$ cat config.mk
export PLATFORM = sky130hd
export DESIGN_NAME = operating_mode_power_domain_control
export DESIGN_NICKNAME = d
export VERILOG_FILES = /design/src/hw/opmode_pkg.sv /design/src/hw/reset_sync.sv /design/src/hw/operating_mode_power_domain_control.sv
export SDC_FILE = /design/constraint.sdc
export NUM_CORES = 1
export LEC_CHECK = 0
export ABC_AREA = 1
export ABC_CLOCK_PERIOD_IN_PS = 1600
export BUFFER_PORTS_ARGS = -buffer_cell sky130_fd_sc_hd__clkbuf_2
export CAP_MARGIN = 20
export CELL_PAD_IN_SITES_DETAIL_PLACEMENT = 0
export CELL_PAD_IN_SITES_GLOBAL_PLACEMENT = 1
export CORE_UTILIZATION = 39
export CTS_CLUSTER_SIZE = 25
export DETAILED_ROUTE_END_ITERATION = 6
export GPL_TIMING_DRIVEN = 0
export PLACE_DENSITY_LB_ADDON = 0.2
export RECOVER_POWER = 50
export SLEW_MARGIN = 0
export SYNTH_ARGS = -nofsm -noshare
export SYNTH_HDL_FRONTEND = slang
export SYNTH_HIERARCHICAL = 1
export SYNTH_SLANG_ARGS = --single-unit
$ cat constraint.sdc
create_clock -name mclk -period 1.6 [get_ports mclk]
set_clock_uncertainty 0.1 [all_clocks]
set_input_delay 0.24 -clock mclk [delete_from_list [all_inputs] [get_ports mclk]]
set_output_delay 0.24 -clock mclk [all_outputs]
set_load 0.02 [all_outputs]
$ cat src/hw/opmode_pkg.sv
// Operating-mode and power-domain control: shared types and constants.
// Assumes a single 20 MHz clock and no software-visible register bus.
package opmode_pkg;

  // Main mode, ranked from highest to lowest consumption
  typedef enum logic [2:0] {
    MODE_RUN,
    MODE_SLEEP,
    MODE_STOP,
    MODE_STANDBY,
    MODE_SHUTDOWN
  } mode_t;

  // Sub-policy index within a mode
  localparam int POLICY_W = 2;
  localparam logic [1:0] POLICY_0 = 2'h0;
  localparam logic [1:0] POLICY_1 = 2'h1;
  localparam logic [1:0] POLICY_2 = 2'h2;

  // Per-function gating class
  typedef enum logic [2:0] {
    FN_ENABLED,
    FN_GATED,
    FN_OPTIONAL,
    FN_UNSUPPORTED,
    FN_OFF
  } fnclass_t;

  // Number of gated functions
  localparam int NUM_FN = 4;
  localparam int FN_HPD_PERIPH = 0;
  localparam int FN_LP_TIMERS = 1;
  localparam int FN_LP_OTHER = 2;
  localparam int FN_DMA = 3;

  // Reset-sequence duration on shutdown exit
  localparam int RESET_SEQ_NS = 1000;
  localparam int CLK_PERIOD_NS = 50;
  localparam int RESET_SEQ_CYC = (RESET_SEQ_NS + CLK_PERIOD_NS - 1)
                                 / CLK_PERIOD_NS;
  localparam logic [7:0] RESET_SEQ_LAST = 8'(RESET_SEQ_CYC - 1);

  // Software mode request
  typedef struct packed {
    logic valid;
    mode_t mode;
    logic [1:0] policy;
  } modereq_t;

  // Wake sources
  typedef struct packed {
    logic periphIrq;
    logic lpDomainIrq;
    logic extResetPin;
    logic debugActivity;
    logic ioLevelMatch;
  } wake_t;

  // Power and clock status towards the chip
  typedef struct packed {
    logic cpuRun;
    logic highPerfDomainOn;
    logic lowPowerDomainOn;
    logic coreRegulatorOn;
    logic sysOscOn;
    logic lowFreqOscOn;
    logic lpTimerClkOn;
    logic lpOtherClkOn;
  } pwrstat_t;

endpackage : opmode_pkg

$ cat src/hw/reset_sync.sv
// Two-flip-flop reset release synchroniser.
// Assumes rstn is asynchronous and active low.
`timescale 1ns/1ps
module reset_sync (
  // Clock and raw reset
  input wire logic mclk,
  input wire logic rstn,
  // Synchronised reset
  output logic syncRstn
);

  logic stage1_ff; // First stage, read only by the second

  // Assert at once, release after two edges to avoid metastability
  always_ff @(posedge mclk or negedge rstn)
  begin
    if (!rstn)
    begin
      stage1_ff <= 1'b0;
      syncRstn <= 1'b0;
    end
    else
    begin
      stage1_ff <= 1'b1;
      syncRstn <= stage1_ff;
    end
  end

endmodule : reset_sync

$ cat src/hw/operating_mode_power_domain_control.sv
// Operating-mode sequencer with power-domain and oscillator gating.
// Assumes synchronous inputs on mclk (20 MHz) and that software enables
// for optional functions are steady while a mode is being entered.
// Behaviour
// - five modes: run, sleep, stop, standby, shutdown
// - CPU executes only in run mode
// - peripheral interrupt wakes sleep to run; low-power domain interrupt wakes sleep/stop/standby
// - shutdown: regulator off; reset/debug/IO wake only
// - run..standby each have selectable sub-policies
// - high-perf domain on only in run, sleep
// - low-power domain on except shutdown
// - gated function keeps configuration, clock gated
// - fully off function loses configuration
// - optional function stays active if software enabled
// - unsupported function not gated automatically
// - system oscillator policy per mode and sub-policy
// - standby1 clocks only the low-power timers and the DMA function
`timescale 1ns/1ps
module operating_mode_power_domain_control #(
  parameter int SEQ_CYCLES = opmode_pkg::RESET_SEQ_CYC
) (
  // Clock and reset
  input wire logic mclk,
  input wire logic rstn,
  // Software mode request and optional enables
  input wire opmode_pkg::modereq_t modeReq,
  input wire logic [opmode_pkg::NUM_FN-1:0] fnSwEnable,
  input wire logic stop0OscKeep,
  // Wake sources
  input wire opmode_pkg::wake_t wake,
  // Status outputs
  output opmode_pkg::mode_t curMode,
  output logic [1:0] curPolicy,
  output opmode_pkg::pwrstat_t pwrStat,
  output logic [opmode_pkg::NUM_FN-1:0] fnClkEn,
  output logic [opmode_pkg::NUM_FN-1:0] fnCfgRetainN,
  output logic resetSeqBusy
);

  logic syncRstn; // Synchronised reset

  // Reset release through two flip-flops
  reset_sync u_reset_sync (
    .mclk(mclk),
    .rstn(rstn),
    .syncRstn(syncRstn)
  );

  // Mode state and reset-sequence counter
  opmode_pkg::mode_t mode_ff, nxt_mode;
  logic [1:0] policy_ff, nxt_policy;
  logic [7:0] seqCnt_ff, nxt_seqCnt;
  logic seqBusy_ff, nxt_seqBusy;
  opmode_pkg::pwrstat_t stat_ff, nxt_stat;
  logic [opmode_pkg::NUM_FN-1:0] clkEn_ff, nxt_clkEn;
  logic [opmode_pkg::NUM_FN-1:0] cfgLoss_ff, nxt_cfgLoss;

  // Gating class of a function in a mode and policy
  function automatic opmode_pkg::fnclass_t fn_class(
    input opmode_pkg::mode_t m, input logic [1:0] p, input int fn);
    opmode_pkg::fnclass_t c;
    c = opmode_pkg::FN_OFF;
    case (m)
      opmode_pkg::MODE_RUN, opmode_pkg::MODE_SLEEP:
        c = opmode_pkg::FN_OPTIONAL;
      opmode_pkg::MODE_STOP, opmode_pkg::MODE_STANDBY:
      begin
        if (fn == opmode_pkg::FN_HPD_PERIPH)
          c = opmode_pkg::FN_GATED;
        else if (fn == opmode_pkg::FN_DMA)
          c = opmode_pkg::FN_UNSUPPORTED;
        else if (m == opmode_pkg::MODE_STANDBY && p == opmode_pkg::POLICY_1
                 && fn == opmode_pkg::FN_LP_OTHER)
          c = opmode_pkg::FN_GATED;
        else
          c = opmode_pkg::FN_OPTIONAL;
      end
      default:
        c = opmode_pkg::FN_OFF;
    endcase
    return c;
  endfunction : fn_class

  // System oscillator policy
  function automatic logic osc_on(
    input opmode_pkg::mode_t m, input logic [1:0] p, input logic keep);
    logic on;
    on = 1'b0;
    case (m)
      opmode_pkg::MODE_RUN, opmode_pkg::MODE_SLEEP:
        on = (p != opmode_pkg::POLICY_2);
      opmode_pkg::MODE_STOP:
        on = (p == opmode_pkg::POLICY_1) ||
             (p == opmode_pkg::POLICY_0 && keep);
      default:
        on = 1'b0;
    endcase
    return on;
  endfunction : osc_on

  // Mode transitions, wake handling and shutdown-exit sequence
  always_comb
  begin
    nxt_mode = mode_ff;
    nxt_policy = policy_ff;
    nxt_seqCnt = seqCnt_ff;
    nxt_seqBusy = seqBusy_ff;
    if (seqBusy_ff)
    begin
      // Hold the CPU and mode changes until the reset sequence has finished
      if (seqCnt_ff == 8'(SEQ_CYCLES - 1))
        nxt_seqBusy = 1'b0;
      else
        nxt_seqCnt = seqCnt_ff + 8'h01;
    end
    else
    begin
      case (mode_ff)
        opmode_pkg::MODE_SHUTDOWN:
        begin
          // Only reset pin, debug or IO level match leave shutdown
          if (wake.extResetPin || wake.debugActivity || wake.ioLevelMatch)
          begin
            nxt_mode = opmode_pkg::MODE_RUN;
            nxt_policy = opmode_pkg::POLICY_0;
            nxt_seqBusy = 1'b1;
            nxt_seqCnt = 8'h00;
          end
        end
        opmode_pkg::MODE_SLEEP:
        begin
          if (wake.periphIrq || wake.lpDomainIrq)
            nxt_mode = opmode_pkg::MODE_RUN;
        end
        opmode_pkg::MODE_STOP, opmode_pkg::MODE_STANDBY:
        begin
          // Only the low-power domain is alive to raise an interrupt
          if (wake.lpDomainIrq)
            nxt_mode = opmode_pkg::MODE_RUN;
        end
        opmode_pkg::MODE_RUN:
        begin
          // Only running code can request a new mode
          if (modeReq.valid)
          begin
            nxt_mode = modeReq.mode;
            nxt_policy = (modeReq.policy > opmode_pkg::POLICY_2) ?
                         opmode_pkg::POLICY_0 : modeReq.policy;
          end
        end
        default:
          nxt_mode = opmode_pkg::MODE_RUN;
      endcase
    end
  end

  // Power, oscillator and per-function clock outputs for next state
  always_comb
  begin
    opmode_pkg::fnclass_t c;
    c = opmode_pkg::FN_OFF;
    nxt_stat.cpuRun = (nxt_mode == opmode_pkg::MODE_RUN)
                      && !nxt_seqBusy;
    nxt_stat.highPerfDomainOn = (nxt_mode == opmode_pkg::MODE_RUN) ||
                      (nxt_mode == opmode_pkg::MODE_SLEEP);
    nxt_stat.lowPowerDomainOn =
      (nxt_mode != opmode_pkg::MODE_SHUTDOWN);
    nxt_stat.coreRegulatorOn =
      (nxt_mode != opmode_pkg::MODE_SHUTDOWN);
    nxt_stat.sysOscOn = osc_on(nxt_mode, nxt_policy, stop0OscKeep);
    nxt_stat.lowFreqOscOn = (nxt_mode != opmode_pkg::MODE_SHUTDOWN);
    for (int i = 0; i < opmode_pkg::NUM_FN; i++)
    begin
      c = fn_class(nxt_mode, nxt_policy, i);
      case (c)
        opmode_pkg::FN_OPTIONAL:
          nxt_clkEn[i] = fnSwEnable[i];
        opmode_pkg::FN_UNSUPPORTED:
          nxt_clkEn[i] = fnSwEnable[i];
        opmode_pkg::FN_ENABLED:
          nxt_clkEn[i] = 1'b1;
        default:
          nxt_clkEn[i] = 1'b0;
      endcase
      nxt_cfgLoss[i] = (c == opmode_pkg::FN_OFF);
    end
    nxt_stat.lpTimerClkOn = nxt_clkEn[opmode_pkg::FN_LP_TIMERS];
    nxt_stat.lpOtherClkOn = nxt_clkEn[opmode_pkg::FN_LP_OTHER];
  end

  // State registers
  always_ff @(posedge mclk or negedge syncRstn)
  begin
    if (!syncRstn)
    begin
      mode_ff <= opmode_pkg::MODE_RUN;
      policy_ff <= opmode_pkg::POLICY_0;
      seqCnt_ff <= 8'h00;
      seqBusy_ff <= 1'b0;
      stat_ff <= '0;
      clkEn_ff <= '0;
      cfgLoss_ff <= '0;
    end
    else
    begin
      mode_ff <= nxt_mode;
      policy_ff <= nxt_policy;
      seqCnt_ff <= nxt_seqCnt;
      seqBusy_ff <= nxt_seqBusy;
      stat_ff <= nxt_stat;
      clkEn_ff <= nxt_clkEn;
      cfgLoss_ff <= nxt_cfgLoss;
    end
  end

  assign curMode = mode_ff;
  assign curPolicy = policy_ff;
  assign pwrStat = stat_ff;
  assign fnClkEn = clkEn_ff;
  assign fnCfgRetainN = cfgLoss_ff;
  assign resetSeqBusy = seqBusy_ff;

  // Checks
  property p_cpu_run_only;
    @(posedge mclk) disable iff (!syncRstn)
    stat_ff.cpuRun |-> mode_ff == opmode_pkg::MODE_RUN;
  endproperty
  a_cpu_run_only: assert property (p_cpu_run_only)
    else $error("CPU runs outside run mode");

  property p_wake_sleep;
    @(posedge mclk) disable iff (!syncRstn)
    (mode_ff == opmode_pkg::MODE_SLEEP && !seqBusy_ff && wake.periphIrq)
      |=> mode_ff == opmode_pkg::MODE_RUN;
  endproperty
  a_wake_sleep: assert property (p_wake_sleep)
    else $error("Interrupt did not wake from sleep");

  property p_shutdown_exit;
    @(posedge mclk) disable iff (!syncRstn)
    (mode_ff == opmode_pkg::MODE_SHUTDOWN && !seqBusy_ff &&
     !wake.extResetPin && !wake.debugActivity && !wake.ioLevelMatch)
      |=> mode_ff == opmode_pkg::MODE_SHUTDOWN;
  endproperty
  a_shutdown_exit: assert property (p_shutdown_exit)
    else $error("Shutdown left without allowed source");

  property p_hpd;
    @(posedge mclk) disable iff (!syncRstn)
    $past(syncRstn) |-> stat_ff.highPerfDomainOn == ($past(nxt_mode)
      == opmode_pkg::MODE_RUN || $past(nxt_mode) == opmode_pkg::MODE_SLEEP);
  endproperty
  a_hpd: assert property (p_hpd)
    else $error("High-performance domain state wrong");

  property p_lpd;
    @(posedge mclk) disable iff (!syncRstn)
    (mode_ff == opmode_pkg::MODE_STANDBY) |-> stat_ff.lowPowerDomainOn;
  endproperty
  a_lpd: assert property (p_lpd)
    else $error("Low-power domain off in standby");

  property p_osc_stop2;
    @(posedge mclk) disable iff (!syncRstn)
    (mode_ff == opmode_pkg::MODE_STOP && policy_ff == opmode_pkg::POLICY_2)
      |-> !stat_ff.sysOscOn;
  endproperty
  a_osc_stop2: assert property (p_osc_stop2)
    else $error("Oscillator on in stop2");

  property p_standby1;
    @(posedge mclk) disable iff (!syncRstn)
    (mode_ff == opmode_pkg::MODE_STANDBY && policy_ff == opmode_pkg::POLICY_1)
      |-> !stat_ff.lpOtherClkOn;
  endproperty
  a_standby1: assert property (p_standby1)
    else $error("Other low-power peripherals clocked in standby1");

  property p_seq;
    @(posedge mclk) disable iff (!syncRstn)
    $rose(seqBusy_ff) |-> !stat_ff.cpuRun [*2];
  endproperty
  a_seq: assert property (p_seq)
    else $error("CPU ran during reset sequence");

  property p_cfg_off;
    @(posedge mclk) disable iff (!syncRstn)
    (mode_ff == opmode_pkg::MODE_SHUTDOWN) |-> (&fnCfgRetainN) && !fnClkEn[0];
  endproperty
  a_cfg_off: assert property (p_cfg_off)
    else $error("Configuration kept in shutdown");

  c_sleep: cover property (@(posedge mclk) disable iff (!syncRstn)
    mode_ff == opmode_pkg::MODE_SLEEP ##1 mode_ff == opmode_pkg::MODE_RUN);
  c_standby: cover property (@(posedge mclk) disable iff (!syncRstn)
    mode_ff == opmode_pkg::MODE_STANDBY ##1 mode_ff == opmode_pkg::MODE_RUN);
  c_shutdown: cover property (@(posedge mclk) disable iff (!syncRstn)
    $fell(seqBusy_ff));

endmodule : operating_mode_power_domain_control

==> out/metrics.yaml, run 1 <==
outcome:
  status: "finished clean"
timing:
  period_minus_slack_ns: 1.48
  slew_headroom: 0.357
  finalSetupViolCount: 0
  max_freq_ghz: 0.676
  fin_crit_sh: 0.925
  hold_viol: 0
  fin_tns_setup_ns: 0
  slew_viol_final: 0
  tightest_slew_ns: 0.964
  worst_slack_ns: 0.120
floorplan:
  initial_core_util: 0.420
  core-area_sq_mm: 0.00313
  ios: 40
  die_width_um: 60.1
  rows: 20
  die_h_um: 60.1
  die-area_sq_mm: 0.00361
layout:
  antenna_cells: 0
  num-nets-final: 231
  fin_cells: 255
  final_layout_size_suffix_gt1_frac: 0.322
  final_core_util: 0.546
  area_growth_syn_to_layout_pct: 29.8
global_route:
  grt_pass1_vias: 1000
  grt_pass1_wl_um: 4240
  top_usage_layer: "met2"
  grt_antenna_before_repair: 0
  grt_util_met3: 0.0260
  grt_max_degree: 25
  grt_use_met2: 0.243
  grt_usage: 0.159
  grt_use_met1: 0.225
  grt_overflow: 0
synth:
  ys_ff_latch: 26
  synth_area_sq_mm: 0.00132
  postSynthCellCount: 158
  yosys.cell_types.count: 24
  ys_warn_count: 6
  syn-num-nets: 177
  ys_seq_area_frac: 0.495
  syn_area_per_cell_sq_um: 8.32
routing:
  drc: 0
  wl_um: 2660
  wl_per_cell_um: 10.4
  ant_nets: 0
  vias_per_cell: 4.47
  drt-pass1-iter-count: 4
  vias: 1140
  drt_iter0_drc: 16
power_and_ir_drop:
  power_frac_clock: 0.113
  ir_drop_v: 0.000630
  p_total_mw: 2.92
  p_comb_frac: 0.529
  power_frac_seq: 0.358
  netSwitchingFraction: 0.458
  p_int_mw: 1.58
  leakage_nw: 0.895
  powerDensity_mw_per_mm2: 1710
  p_sw_mw: 1.34
setup_path:
  cp_top_family: "flip-flops"
  cp_slowest_stage_delay_ns: 0.44
  arrival_ns: 1.63
  slowest_stage: "dfrtp_1"
  critical_path.startpoint: "seqCnt_ff[0]"
  path_class: "reg -> reg"
  worstPathRequired_ns: 1.75
  cp_num_buf_inv: 2
  path_max_fanout: 4
  startpoint_type: "flop"
  worstPathCellList: "ha_4 > inv_2 > nor3_2 > nand4_1 > nand2_2 > buf_4 > nand3_1 > o21ai_0"
  timing.rr.start: "seqCnt_ff[0]"
  end_kind: "flop"
  reg2reg_slack_ns: 0.12
clocking:
  clkSinkCount: 26
  cts_max_path_buffers: 2
  cts_root_buf: "clkbuf_4"
  path_clk_slew_ns: 0.14
  clkLatencyLatePin_ns: 0.32
  cts_tree: "done"
  numCtsBuffers: 3
  htreeDepth: 1
place:
  dp_slack_ns: 0.0479
  gp_congestion: 0.857
  placed_cells: 241
  hpwl_um: 1940
  portBuffers: 39
run:
  drv_cap: 0
hold_path:
  hold_path_class: "in -> async"
==> worst paths after layout <==
check	end	cells after the start
min in group mclk	pwrStat[3]	4
worst min-delay path	u_reset_sync/stage1_ff	2
worst max-delay path	seqCnt_ff[0]	8
max in group asynchronous	curPolicy[1]	0
worst min register to register	u_reset_sync/syncRstn	0
worst max register to register	seqCnt_ff[0]	8
==> Yosys cell counts <==
master    instances  area [sq um]
nor2_2            3          18.8
nor3_2            1          10.0
buf_4             6          45.0
inv_1            17          63.8
nor3_1            3          15.0
nand2_1          36           135
dfrtp_1          26           651
nand2_2           5          31.3
o22ai_1           1          6.26
or2_2             1          6.26
nand3_1          13          65.1
nand2_4           1          11.3
nand3_2           2          20.0
conb_1            1          3.75
nand4_1           3          18.8
xor2_1            3          26.3
a21oi_1           2          10.0
o21ai_0           5          25.0
nand3b_1          4          30.0
o21ai_4           1          16.3
buf_6             1          11.3
inv_2             4          15.0
nor2_1           18          67.6
ha_1              1          12.5
==> metal layers <==
metal  routed length (um)  up-vias
met3                  134        2
met4                   19        0
met1                 1360      502
met2                 1140       38
li1                     -      598
met5                    0        -
==> logic make-up (layout without fill, tap and decap cells) <==
logic type               after synthesis  in the layout  share of synthesized area
flip-flops                            26             26                      0.495
other                                  1              1                    0.00285
buffers and inverters                 28             81                      0.103
XOR/XNOR                               3              3                     0.0200
adder cells (fa/ha/maj)                1              1                    0.00951
AO/OA/AOI/OAI                          9              9                     0.0438
AND/OR/NAND/NOR                       90             90                      0.326
==> cells in the final DEF (no fill, tap or decap), types with 3 or more instances in the layout <==
master,count
buf_4,11
dlygate4sd3_1,5
nand3b_1,4
nor3_1,3
xor2_1,3
nand3_2,3
nor2_1,18
clkbuf_2,27
clkbuf_4,3
inv_1,16
nand3_1,12
inv_2,5
dfrtp_1,26
clkbuf_1,12
nand2_1,32
nand2_2,9
o21ai_0,5
nand4_1,3
==> flip-flops by register name (all words and copies together), names as in the netlist <==
| name | count |
|---|---|
| curPolicy | 2 |
| fnCfgRetainN | 2 |
| u_reset_sync/stage1_ff | 1 |
| curMode | 3 |
| pwrStat | 4 |
| fnClkEn | 4 |
| resetSeqBusy | 1 |
| seqCnt_ff | 8 |
| u_reset_sync/syncRstn | 1 |
==> power groups by stage <==
| stage | registers, mW | logic, mW | clock network (mW) |
|---|---|---|---|
| after floorplan | 1.22 | 0.855 | 0 |
| after global placement | 1.04 | 1.43 | 0 |
| after detailed placement | 1.04 | 1.44 | 0 |
| after CTS | 1.03 | 1.45 | 0.347 |
| after global routing | 1.07 | 1.72 | 0.366 |
| final | 1.04 | 1.55 | 0.331 |
==> worst register-to-register path: cells and delay by family, from the launching register on <==
family	cells	cell delay, ns
buffers and inverters	2	0.18
and+or+nand+nor	4	0.44
DFF	1	0.44
adders and majority gates	1	0.18
AOI/OAI and AO/OA	1	0.07
==> timing repair <==
action | in CTS | in global routing
hold buffers | 5 | 0
endpoints found under the setup margin | 0 | 8
setup buffers | 0 | 5
resized for setup | 0 | 9
hold endpoints to repair | 6 | 0
==> area by class of cell <==
cell class                      count  area (sq um)
Sequential cell                    26           651
Clock buffer                        4          36.3
Multi-Input combinational cell    104           562
Buffer                              7          56.3
Tap cell                           44          55.1
Timing Repair Buffer               49           268
Inverter                           21          78.8
Fill cell                         308          1420
==> through the flow <==
stage,hold slack [ns],cell area [sq um]
floorplan,-0.156,1320
global placement,-0.0744,1570
detailed placement,-0.0733,1570
CTS,0.0995,1650
global route,0.109,1710
finish,0.110,1710
(Power assumes the default switching activity.)
==> run 2: changes to the inputs <==
- CORE_UTILIZATION: 39 -> 41
- CTS_BUF_LIST: not set -> sky130_fd_sc_hd__clkbuf_8
- CTS_CLUSTER_DIAMETER: not set -> 150
==> run 2 against run 1 <==
  * The flow now finishes with violations (negative hold slack)
  * Sequential cell count is the same
  * Global-route usage grew 0.50 points
  * Via count is essentially flat
  * Hold slack lost 0.15 ns
  * Worst setup slack gained 0.0046 ns
  * Cell count shrank 2.0%
  * Clock power grew 64%
  * Non-clock buffer count shrank 5
  * Routed wire length grew 3.0%
  * Critical path depth is the same
  * Critical path type unchanged
==> out/metrics.yaml, run 2 (synthesis results as in run 1) <==
outcome:
  status: "finished with violations"
  violations: "negative hold slack"
setup_path:
  startpoint_type: "flop"
  cp-endpoint: "seqCnt_ff[0]"
  arrival_ns: 1.57  # -0.06 ns
  slowest_stage: "dfrtp_1"
  cp_slowest_stage_delay_ns: 0.38  # -0.06 ns
  r2r_end: "seqCnt_ff[0]"
  worstPathRequired_ns: 1.69  # -0.06 ns
  reg2reg_slack_ns: 0.12  # about the same
  end_kind: "flop"
  critical_path.startpoint: "seqCnt_ff[1]"
  path_class: "reg -> reg"
  path_max_fanout: 6  # +2
  timing.rr.start: "seqCnt_ff[1]"
  r2r_cells: 8  # unchanged
  worstPathCellList: "ha_2 > inv_2 > nor3_2 > nand4_1 > nand2_2 > buf_4 > nand3_1 > o21ai_0"
floorplan:
  initial_core_util: 0.431  # +0.0103
  ios: 40  # unchanged
  core-area_sq_mm: 0.00305  # -2.4%
  die-area_sq_mm: 0.00344  # -4.7%
  die_h_um: 58.6  # -2.4%
  die_width_um: 58.6  # -2.4%
  rows: 20  # unchanged
power_and_ir_drop:
  power_frac_clock: 0.177  # +0.064
  ir_drop_v: 0.000693  # +10%
  p_comb_frac: 0.494  # -0.035
  p_total_mw: 3.08  # +5.4%
  leakage_nw: 0.900  # +0.59%
  p_sw_mw: 1.34  # +0.14%
  netSwitchingFraction: 0.435  # -0.0229
  power_frac_seq: 0.329  # -0.029
  powerDensity_mw_per_mm2: 1830  # +6.7%
  p_int_mw: 1.74  # +9.9%
routing:
  drt_iter0_drc: 25  # +9
  ant_nets: 0  # unchanged
  vias: 1141  # +0.088%
  vias_per_cell: 4.56  # +2.1%
  drt-pass1-iter-count: 4  # unchanged
  wl_um: 2740  # +3.0%
  drc: 0  # unchanged
  wl_per_cell_um: 10.9  # +5.0%
clocking:
  cts_tree: "done"
  path_clk_slew_ns: 0.09  # -0.05 ns
  clkSinkCount: 26  # unchanged
  cts_max_path_buffers: 2  # unchanged
  htreeDepth: 1  # unchanged
  clkLatencyLatePin_ns: 0.27  # -0.05 ns
  cts_root_buf: "clkbuf_8"
  numCtsBuffers: 3  # unchanged
layout:
  area_growth_syn_to_layout_pct: 28.3
  final_core_util: 0.552  # +0.00686
  final_cell_mix: "nand2_1 (32), clkbuf_2 (29), dfrtp_1 (26)"
  antenna_cells: 0  # unchanged
  final_common_cell: "nand2_1"
  largest_register_ffs: 8  # unchanged
  regMostFlops: "seqCnt_ff"
  num-nets-final: 226  # -2.2%
  final_layout_size_suffix_gt1_frac: 0.325  # +0.00297
timing:
  period_minus_slack_ns: 1.48  # -0.00462 ns
  fin_hold_ws_ns: -0.0412  # -0.151 ns
  hold_viol: 2  # +2
  fin_tns_setup_ns: 0  # unchanged
  slew_headroom: 0.328  # -0.0288
  slew_viol_final: 0  # unchanged
  max_freq_ghz: 0.678  # +0.31%
  fin_crit_sh: 0.922  # -0.00289
  rsz0062_at_grt: "no"
  tightest_slew_ns: 1.01  # +0.0416 ns
  finalSetupViolCount: 0  # unchanged
global_route:
  grt_pass1_vias: 927  # -7.3%
  top_usage_layer: "met2"
  grt_use_met1: 0.226  # +0.00130
  grt_antenna_before_repair: 0  # unchanged
  grt_util_met3: 0.0286  # +0.00260
  grt_usage: 0.164  # +0.00498
  grt_pass1_wl_um: 4160  # -1.8%
  grt_use_met2: 0.253  # +0.0100
  grt_max_degree: 25  # unchanged
  grt_overflow: 0  # unchanged
run:
  drv_cap: 0  # unchanged
hold_path:
  hold_path_class: "reg -> async"
place:
  gp_congestion: 0.808  # -5.7%
  portBuffers: 39  # unchanged
  hpwl_um: 2010  # +3.7%
run 2: changes by cell type in the layout (fill, tap and decap cells not counted), sizes merged:
cell          change
bufinv            +1
dlygate4sd3       -4
dlymetal6s2s      +1
buf               -2
clkbuf            -1
run 2: power groups by stage:
| stage | Clock (mW) | Combinational [mW] | Sequential (mW) |
|---|---|---|---|
| 6_report | 0.544 | 1.52 | 1.01 |
| 5_1_grt | 0.579 | 1.71 | 1.04 |
| 4_1_cts | 0.562 | 1.45 | 1.03 |
| 3_5_place_dp | 0 | 1.44 | 1.04 |
| 3_3_place_gp | 0 | 1.43 | 1.03 |
| 2_1_floorplan | 0 | 0.855 | 1.22 |
run 2: how the worst min path moves through the flow:
stage,start,end,slack [ns],cells after the start
floorplan,rstn,u_reset_sync/stage1_ff,-0.16,0
global placement,rstn,u_reset_sync/stage1_ff,-0.07,1
detailed placement,rstn,u_reset_sync/stage1_ff,-0.07,1
CTS,fnSwEnable[3],fnClkEn[3],0.04,3
global route,u_reset_sync/syncRstn,seqCnt_ff[0],-0.03,0
finish,u_reset_sync/syncRstn,seqCnt_ff[0],-0.04,0
run 2: cell type report:
type,count,area [sq um]
fill,311,1370
timing repair buffer,44,228
clock buffer,3,41.3
multi-input combinational,104,547
clock inverter,1,30.0
sequential,26,651
inverter,21,78.8
tap,44,55.1
buffer,7,56.3
run 2: per-stage QoR:
step / hold WS [ns] / instance area, sq um / instances / worst slack [ns]
global placement: -0.0749 / 1570 / 241 / 0.0804
floorplan: -0.156 / 1320 / 158 / 0.194
detailed placement: -0.0716 / 1570 / 241 / 0.0704
CTS: 0.0407 / 1650 / 246 / 0.0443
finish: -0.0412 / 1690 / 250 / 0.125
global route: -0.0277 / 1690 / 250 / 0.000148
run 2: worst max-delay path, delay by kind of cell, from the launching register on:
family	cells	cell delay (ns)
buf+inv	2	0.20
flops	1	0.38
compound gates	1	0.08
simple gates	4	0.42
fa+ha+maj	1	0.22
run 2: repair_timing:
action,in CTS,in global routing
endpoints found under the hold margin,2,0
resized for setup,0,6
endpoints found under the setup margin,0,7
buffers inserted,0,3
hold buffers,1,0
run 2: routing by layer:
| metal | part of all wire | routed length [um] |
|---|---|---|
| met1 | 0.49 | 1330 |
| met5 | 0 | 0 |
| met4 | 0.015 | 40 |
| met3 | 0.048 | 132 |
| met2 | 0.45 | 1230 |
